`src/common/dpg_pkg.sv`:
```
// package: shared constants and types for the two-port grant lock
package dpg_pkg;
  localparam int unsigned ROW_W = 11;
  localparam int unsigned COL_W = 11;
  localparam int unsigned BANK_W = 2;
  localparam int unsigned BYTE_W = 4;
  localparam logic GRANT_RST = 1'b0;
  // cycles from grant change to row strobe of the new access: 1 or 2
  localparam logic [1:0] GRANT_LEAD_MIN = 2'h1;
  localparam logic [1:0] GRANT_LEAD_MAX = 2'h2;
  localparam logic [1:0] GRANT_LEAD_RST = 2'h1;

  typedef enum logic [3:0] {
    DPG_IDLE = 4'h1,
    DPG_LEAD = 4'h2,
    DPG_ACC = 4'h4,
    DPG_RFSH = 4'h8
  } dpg_state_t;
endpackage

```
`src/common/dpg_if.sv`:
```
// interface: shared address/control set, requests, lock and grant between ports and controller
`timescale 1ns/1ps
`default_nettype none
interface dpg_if;
  logic first_port_access_request;
  logic second_port_access_request;
  logic lock;
  logic second_port_owner_flag;
  logic second_port_early_ack;
  logic first_port_ack;
  logic [dpg_pkg::ROW_W-1:0] row_address_inputs;
  logic [dpg_pkg::COL_W-1:0] column_address_inputs;
  logic [dpg_pkg::BANK_W-1:0] bank_select_inputs;
  logic [dpg_pkg::BYTE_W-1:0] byte_column_strobe_enables;
  logic write_enable;

  modport ctrl (
    input first_port_access_request, second_port_access_request, lock,
    input row_address_inputs, column_address_inputs, bank_select_inputs,
    input byte_column_strobe_enables, write_enable,
    output second_port_owner_flag, second_port_early_ack, first_port_ack
  );
  modport ports (
    output first_port_access_request, second_port_access_request, lock,
    output row_address_inputs, column_address_inputs, bank_select_inputs,
    output byte_column_strobe_enables, write_enable,
    input second_port_owner_flag, second_port_early_ack, first_port_ack
  );
endinterface
`default_nettype wire

```
`src/hdl/dpg_ctrl.sv`:
```
// controller end: refresh/port arbitration, grant flag, lock and row strobe timing
`timescale 1ns/1ps
`default_nettype none
module dpg_ctrl #(
  parameter logic [1:0] GRANT_LEAD = dpg_pkg::GRANT_LEAD_RST
) (
  input wire logic clock_i,
  input wire logic rst_i,
  input wire logic clk_en_i,
  dpg_if.ctrl bus,
  input wire logic refresh_req_i,
  output logic refresh_busy_o,
  output logic row_strobe_o,
  output logic [dpg_pkg::ROW_W-1:0] row_addr_o,
  output logic [dpg_pkg::COL_W-1:0] col_addr_o,
  output logic [dpg_pkg::BANK_W-1:0] bank_o,
  output logic [dpg_pkg::BYTE_W-1:0] byte_en_o,
  output logic write_o
);
  dpg_pkg::dpg_state_t state_q, state_d;
  logic grant_q, grant_d;
  logic [1:0] lead_q, lead_d;
  logic strobe_q, strobe_d;
  logic [dpg_pkg::ROW_W-1:0] row_q, row_d;
  logic [dpg_pkg::COL_W-1:0] col_q, col_d;
  logic [dpg_pkg::BANK_W-1:0] bank_q, bank_d;
  logic [dpg_pkg::BYTE_W-1:0] be_q, be_d;
  logic we_q, we_d;
  logic own_req, other_req;
  logic hand_over, lead_step, capture;

  // request of the granted and of the ungranted port
  assign own_req = grant_q ? bus.second_port_access_request : bus.first_port_access_request;
  assign other_req = grant_q ? bus.first_port_access_request : bus.second_port_access_request;

  // arbitration: refresh first, then the owner, the other port last
  always_comb begin
    state_d = state_q;
    hand_over = 1'h0;
    lead_step = 1'h0;
    unique case (state_q)
      dpg_pkg::DPG_IDLE: begin
        if (refresh_req_i) begin
          state_d = dpg_pkg::DPG_RFSH;
        end else if (own_req) begin
          state_d = dpg_pkg::DPG_ACC;
        end else if (other_req && !bus.lock) begin
          // owner idle and not locked: hand over, strobe follows later
          hand_over = 1'h1;
          state_d = dpg_pkg::DPG_LEAD;
        end
      end
      dpg_pkg::DPG_LEAD: begin
        // shared inputs are re-muxed during this gap by the port side
        if (refresh_req_i) begin
          state_d = dpg_pkg::DPG_RFSH;
        // a lead of zero acts as one
        end else if (lead_q <= 2'h1) begin
          state_d = own_req ? dpg_pkg::DPG_ACC : dpg_pkg::DPG_IDLE;
        end else begin
          lead_step = 1'h1;
        end
      end
      dpg_pkg::DPG_ACC: begin
        // ungranted port waits here regardless of lock
        if (!own_req) begin
          state_d = dpg_pkg::DPG_IDLE;
        end
      end
      dpg_pkg::DPG_RFSH: begin
        // lock never stalls refresh; grant stays as it was
        if (!refresh_req_i) begin
          state_d = dpg_pkg::DPG_IDLE;
        end
      end
      default: begin
        // a corrupted code falls back to idle, grant untouched
        state_d = dpg_pkg::DPG_IDLE;
      end
    endcase
  end

  // all state freezes while the clock enable is low
  always_ff @(posedge clock_i or posedge rst_i) begin
    if (rst_i) begin
      state_q <= dpg_pkg::DPG_IDLE;
    end else if (clk_en_i) begin
      state_q <= state_d;
    end
  end

  // strobe is a register so the pin never glitches on a state decode
  always_comb begin
    strobe_d = 1'h0;
    if (state_d == dpg_pkg::DPG_ACC) begin
      strobe_d = 1'h1;
    end
  end

  always_ff @(posedge clock_i or posedge rst_i) begin
    if (rst_i) begin
      strobe_q <= 1'h0;
    end else if (clk_en_i) begin
      strobe_q <= strobe_d;
    end
  end

  // grant moves only on a hand-over, so refresh and lock leave it standing
  always_comb begin
    grant_d = grant_q;
    if (hand_over) begin
      grant_d = ~grant_q;
    end
  end

  always_ff @(posedge clock_i or posedge rst_i) begin
    if (rst_i) begin
      grant_q <= dpg_pkg::GRANT_RST;
    end else if (clk_en_i) begin
      grant_q <= grant_d;
    end
  end

  // a longer lead gives slow port buffers time to settle before the strobe
  always_comb begin
    lead_d = lead_q;
    if (hand_over) begin
      lead_d = GRANT_LEAD;
    end else if (lead_step) begin
      lead_d = lead_q - 2'h1;
    end
  end

  always_ff @(posedge clock_i or posedge rst_i) begin
    if (rst_i) begin
      lead_q <= 2'h0;
    end else if (clk_en_i) begin
      lead_q <= lead_d;
    end
  end

  // shared set is taken on the edge that raises the strobe; the port side
  // may re-mux it afterwards without disturbing the access under way
  assign capture = strobe_d && !strobe_q;

  always_comb begin
    row_d = row_q;
    col_d = col_q;
    bank_d = bank_q;
    be_d = be_q;
    we_d = we_q;
    // fields change only at the start of an access
    if (capture) begin
      row_d = bus.row_address_inputs;
      col_d = bus.column_address_inputs;
      bank_d = bus.bank_select_inputs;
      be_d = bus.byte_column_strobe_enables;
      we_d = bus.write_enable;
    end
  end

  always_ff @(posedge clock_i or posedge rst_i) begin
    if (rst_i) begin
      row_q <= '0;
      col_q <= '0;
      bank_q <= '0;
      be_q <= '0;
      we_q <= 1'h0;
    end else if (clk_en_i) begin
      row_q <= row_d;
      col_q <= col_d;
      bank_q <= bank_d;
      be_q <= be_d;
      we_q <= we_d;
    end
  end

  // acks are combinational so they drop in the cycle the request falls
  assign bus.second_port_owner_flag = grant_q;
  assign bus.second_port_early_ack = strobe_q && grant_q && bus.second_port_access_request;
  assign bus.first_port_ack = strobe_q && !grant_q && bus.first_port_access_request;

  // data outputs come straight from the capture flops
  assign refresh_busy_o = (state_q == dpg_pkg::DPG_RFSH);
  assign row_strobe_o = strobe_q;
  assign row_addr_o = row_q;
  assign col_addr_o = col_q;
  assign bank_o = bank_q;
  assign byte_en_o = be_q;
  assign write_o = we_q;
endmodule
`default_nettype wire

```
`src/flat_wrapper.sv`:
```
// flat-port wrapper written by rule: the top's interface ports become plain ports
module dpg_ctrl_flat 
#(
  parameter logic [1:0] GRANT_LEAD = dpg_pkg::GRANT_LEAD_RST
)
  (clock_i, rst_i, clk_en_i, refresh_req_i, refresh_busy_o, row_strobe_o, row_addr_o, col_addr_o, bank_o, byte_en_o, write_o, bus_first_port_access_request, bus_second_port_access_request, bus_lock, bus_row_address_inputs, bus_column_address_inputs, bus_bank_select_inputs, bus_byte_column_strobe_enables, bus_write_enable, bus_second_port_owner_flag, bus_second_port_early_ack, bus_first_port_ack);
  dpg_if bus_i ();
  input wire logic clock_i;
  input wire logic rst_i;
  input wire logic clk_en_i;
  input wire logic refresh_req_i;
  output logic refresh_busy_o;
  output logic row_strobe_o;
  output logic [dpg_pkg::ROW_W-1:0] row_addr_o;
  output logic [dpg_pkg::COL_W-1:0] col_addr_o;
  output logic [dpg_pkg::BANK_W-1:0] bank_o;
  output logic [dpg_pkg::BYTE_W-1:0] byte_en_o;
  output logic write_o;
  input wire logic [$bits(bus_i.first_port_access_request)-1:0] bus_first_port_access_request;
  input wire logic [$bits(bus_i.second_port_access_request)-1:0] bus_second_port_access_request;
  input wire logic [$bits(bus_i.lock)-1:0] bus_lock;
  input wire logic [$bits(bus_i.row_address_inputs)-1:0] bus_row_address_inputs;
  input wire logic [$bits(bus_i.column_address_inputs)-1:0] bus_column_address_inputs;
  input wire logic [$bits(bus_i.bank_select_inputs)-1:0] bus_bank_select_inputs;
  input wire logic [$bits(bus_i.byte_column_strobe_enables)-1:0] bus_byte_column_strobe_enables;
  input wire logic [$bits(bus_i.write_enable)-1:0] bus_write_enable;
  output wire logic [$bits(bus_i.second_port_owner_flag)-1:0] bus_second_port_owner_flag;
  output wire logic [$bits(bus_i.second_port_early_ack)-1:0] bus_second_port_early_ack;
  output wire logic [$bits(bus_i.first_port_ack)-1:0] bus_first_port_ack;
  assign bus_i.first_port_access_request = bus_first_port_access_request;
  assign bus_i.second_port_access_request = bus_second_port_access_request;
  assign bus_i.lock = bus_lock;
  assign bus_i.row_address_inputs = bus_row_address_inputs;
  assign bus_i.column_address_inputs = bus_column_address_inputs;
  assign bus_i.bank_select_inputs = bus_bank_select_inputs;
  assign bus_i.byte_column_strobe_enables = bus_byte_column_strobe_enables;
  assign bus_i.write_enable = bus_write_enable;
  assign bus_second_port_owner_flag = bus_i.second_port_owner_flag;
  assign bus_second_port_early_ack = bus_i.second_port_early_ack;
  assign bus_first_port_ack = bus_i.first_port_ack;
  dpg_ctrl #(.GRANT_LEAD(GRANT_LEAD)) u_core (.clock_i(clock_i), .rst_i(rst_i), .clk_en_i(clk_en_i), .bus(bus_i), .refresh_req_i(refresh_req_i), .refresh_busy_o(refresh_busy_o), .row_strobe_o(row_strobe_o), .row_addr_o(row_addr_o), .col_addr_o(col_addr_o), .bank_o(bank_o), .byte_en_o(byte_en_o), .write_o(write_o));
endmodule
```
`config.mk`:
```
export PLATFORM = sky130hd
export DESIGN_NAME = dpg_ctrl_flat
export DESIGN_NICKNAME = d
export VERILOG_FILES = /design/src/common/dpg_pkg.sv /design/src/common/dpg_if.sv /design/src/hdl/dpg_ctrl.sv /design/src/flat_wrapper.sv
export SDC_FILE = /design/constraint.sdc
export NUM_CORES = 1
export LEC_CHECK = 0
export ABC_AREA = 1
export ABC_CLOCK_PERIOD_IN_PS = 2900
export BUFFER_PORTS_ARGS = -buffer_cell sky130_fd_sc_hd__buf_2
export CELL_PAD_IN_SITES_DETAIL_PLACEMENT = 0
export CELL_PAD_IN_SITES_GLOBAL_PLACEMENT = 1
export CORE_ASPECT_RATIO = 1.1
export CORE_UTILIZATION = 36
export CTS_CLUSTER_SIZE = 28
export DETAILED_ROUTE_END_ITERATION = 10
export HOLD_SLACK_MARGIN = 0.02
export PLACE_DENSITY = 0.89
export SLEW_MARGIN = 20
export SYNTH_ARGS = -nofsm -noshare
export SYNTH_HDL_FRONTEND = slang
export SYNTH_SLANG_ARGS = --single-unit
```
`constraint.sdc`:
```
create_clock -name clock_i -period 2.9 [get_ports clock_i]
set_input_delay 0.29 -clock clock_i [delete_from_list [all_inputs] [get_ports clock_i]]
set_output_delay 0.29 -clock clock_i [all_outputs]
set_load 0.1 [all_outputs]
```
==> impl_results.md <==
- DR pass1 iterations: 4
- Worst-path clk slew: 0.07 ns
- Die area: 5106 um2
- Worst path slowest cell: dfrtp_1
- Fin crit share: 0.6412
- Dpl cells: 332
- Post CTS Setup Buffer Count: 0
- Post-DP HPWL: 2911 um
- Top cell type's share of synthesized area: 0.5187
- Vias: 1702
- Die width: 68.23 um
- Row cnt: 26
- Tmin final: 1.859 ns
- Mapped Area: 1737 um2
- Die Y: 74.85 um
- Ports: 70
- Clock Skews: 0.007320 ns
- Worst hold path class: in -> async
- H-tree Lvls: 2
- FFs w/ async S/R, synth: 1.000
- FF-to-FF End: u_core.col_addr_o[8]$_DFFE_PP0P_
- Fmax: 0.5378 GHz
- CP peak stage delay: 0.40 ns
- Non-Filler Instances: 340
- Synth warn: 0
- Root Driver: clkbuf_8
- RSZ-0062 raised after global routing: no
- Post-CTS sizing: 0
- Slew headroom: 0.4814
- Crit path launch type: register
- Fin. Hold Viols: 0
- Ant. Diodes: 0
- Status: finished, final reports clean
- Post-DP Area: 2113 um2
- Cell mode on critical path: nand2_1
- Initial DRC count: 141
- CORE AREA: 4652 um2
- Post-synthesis sequential area ratio: 0.5339
- Area Growth Syn to Fin: 28.39%
- Met1 usage: 0.2257
- Finish-stage setup viols: 0
- Final instance area: 2230 um2
- Layout cell share with drive strength beyond 1: 0.2923
- Final Worst Setup Slack: 1.041 ns
- Post-synthesis cell type count: 18
- Grt met2 use: 0.2821
- CP endpoint kind: register
- Detail Route Antenna Nets: 0
- Buffers & Inverters on Critical Path: 2
- Total Wirelength: 4115 um
- First-pass GRT wire length: 6665 um
- GRT overflow: 0
- R2r worst-path depth: 9
- Vias in the first global route: 1509
- Mapped Nets: 253
- Max_cap viols: 0
- Max-slew violation count: 0
- R2r setup slk: 1.04 ns
- Pre-CTS setup slack: 1.059 ns
- Clk buf depth: 2
- EDFF count, synth: 0
- Gr usage total: 0.1712
- Avg Vias per Cell: 5.006
- Critical Path AT: 2.08 ns
- GR Util met3: 0.04091
- Yosys reg bits: 37
- Gate Count Post-Synth: 216
- Commonest cells post-synth: nand2_1, dfrtp_1, nand4_1
- Gr busiest metal: met2
- Slew @ Worst Pin: 0.7770 ns
- Top FF cell, synth: dfrtp_1
- Final net count: 320
- Initial Util: 0.3733
- Buffers added on ports: 69
- Total CTS buffers: 5
- Reg-to-Reg Start: u_core.lead_q[0]$_DFFE_PP0P_
- Leading post-synthesis cells by cell area: dfrtp_1, nand2_1, nand4_1
- TritonCTS clock tree: built
- CP required: 3.12 ns
- DRC: 0
- Largest net degree at the start of global routing: 40
- Gpl congestion: 0.7913
- Syn avg cell area: 8.040 um2
- Post-DR wirelength/cell: 12.10 um
- Cell Chain, Critical Path: ha_1, nor2_1, inv_1, nand4_1, nand2_1, nand3_1, buf_4, nand2_1, nand2_1
- Initial antenna violation count: 0
- Clk_lat worst skew: 0.29 ns
- CP top delay family: simple AND/OR/NAND/NOR gates
- Hold buffers post-CTS: 0
- CP Max Fanout: 29
- Count leader, synth: nand2_1
- Layout fillers: 469
- Clk sink count: 37
- Cell taking the most area after synthesis: dfrtp_1
- Crit path kind: reg -> reg
- Critical Path Start: u_core.lead_q[0]$_DFFE_PP0P_
-- worst max-delay path by stage --
stage	end	slack [ns]	cells past startpoint
2_1_floorplan	bus_first_port_ack	-0.05	3
3_3_place_gp	u_core.row_addr_o[1]$_DFFE_PP0P_	1.08	10
3_5_place_dp	u_core.row_addr_o[6]$_DFFE_PP0P_	1.06	10
4_1_cts	u_core.col_addr_o[8]$_DFFE_PP0P_	1.04	10
5_1_grt	u_core.byte_en_o[1]$_DFFE_PP0P_	0.81	10
6_report	u_core.col_addr_o[8]$_DFFE_PP0P_	1.04	9
-- layout make-up --
cell class                      instances  area [um2]  share of cell area
Inverter                               15       56.30             0.02525
Tap cell                               56       70.07             0.03143
Sequential cell                        37       927.1              0.4158
Clock buffer                            7       86.33             0.03872
Multi-Input combinational cell        151       684.4              0.3070
Timing Repair Buffer                   73       375.4              0.1684
Clock inverter                          1       30.03             0.01347
-- flip-flops by register name, summed over array words and instances, names as in the netlist --
signal                             flops
u_core.lead_q                          2
u_core.row_addr_o                     11
u_core.bus.second_port_owner_flag      1
u_core.byte_en_o                       4
u_core.bank_o                          2
u_core.state_q                         4
u_core.col_addr_o                     11
u_core.row_strobe_o                    1
u_core.write_o                         1
-- per-stage QoR --
step / hold WS [ns] / util / setup TNS (ns)
5_1_grt: 0.2037 / 0.4793 / 0
3_5_place_dp: 0.4533 / 0.4543 / 0
3_3_place_gp: 0.4487 / 0.4543 / 0
4_1_cts: 0.1640 / 0.4793 / 0
2_1_floorplan: 0.4392 / - / -0.1083
6_report: 0.1350 / 0.4793 / 0
-- layer usage --
layer | up-vias | part of all wire
met4 | 0 | 0.0070
li1 | 840 | -
met3 | 5 | 0.073
met1 | 805 | 0.47
met5 | - | 0
met2 | 52 | 0.45
-- cells by family (layout without fill, tap and decap cells) --
| group | count (synthesis) | count (layout) | share of synthesized area |
|---|---|---|---|
| AO/OA/AOI/OAI | 5 | 5 | 0.01513 |
| XOR/XNOR | 1 | 1 | 0.005044 |
| adder cells (fa/ha/maj) | 1 | 1 | 0.007203 |
| buffers and inverters | 28 | 96 | 0.07204 |
| flip-flops | 37 | 37 | 0.5339 |
| AND/OR/NAND/NOR | 144 | 144 | 0.3667 |
-- layout by cell type (no fill, tap or decap) --
cell type  count
a31oi_1        1
buf_2         69
buf_4          4
bufinv_16      1
clkbuf_1       1
clkbuf_8       6
dfrtp_1       36
dfstp_2        1
ha_1           1
inv_1         15
nand2_1       87
nand3_1        8
nand4_1       32
nor2_1        14
nor2_2         1
nor3_1         1
o21ai_0        4
or2_2          1
xor2_1         1
Power is left out: the tool's default activity adds up to more than one toggle a clock period on the data nets, which glitch-free logic cannot reach.
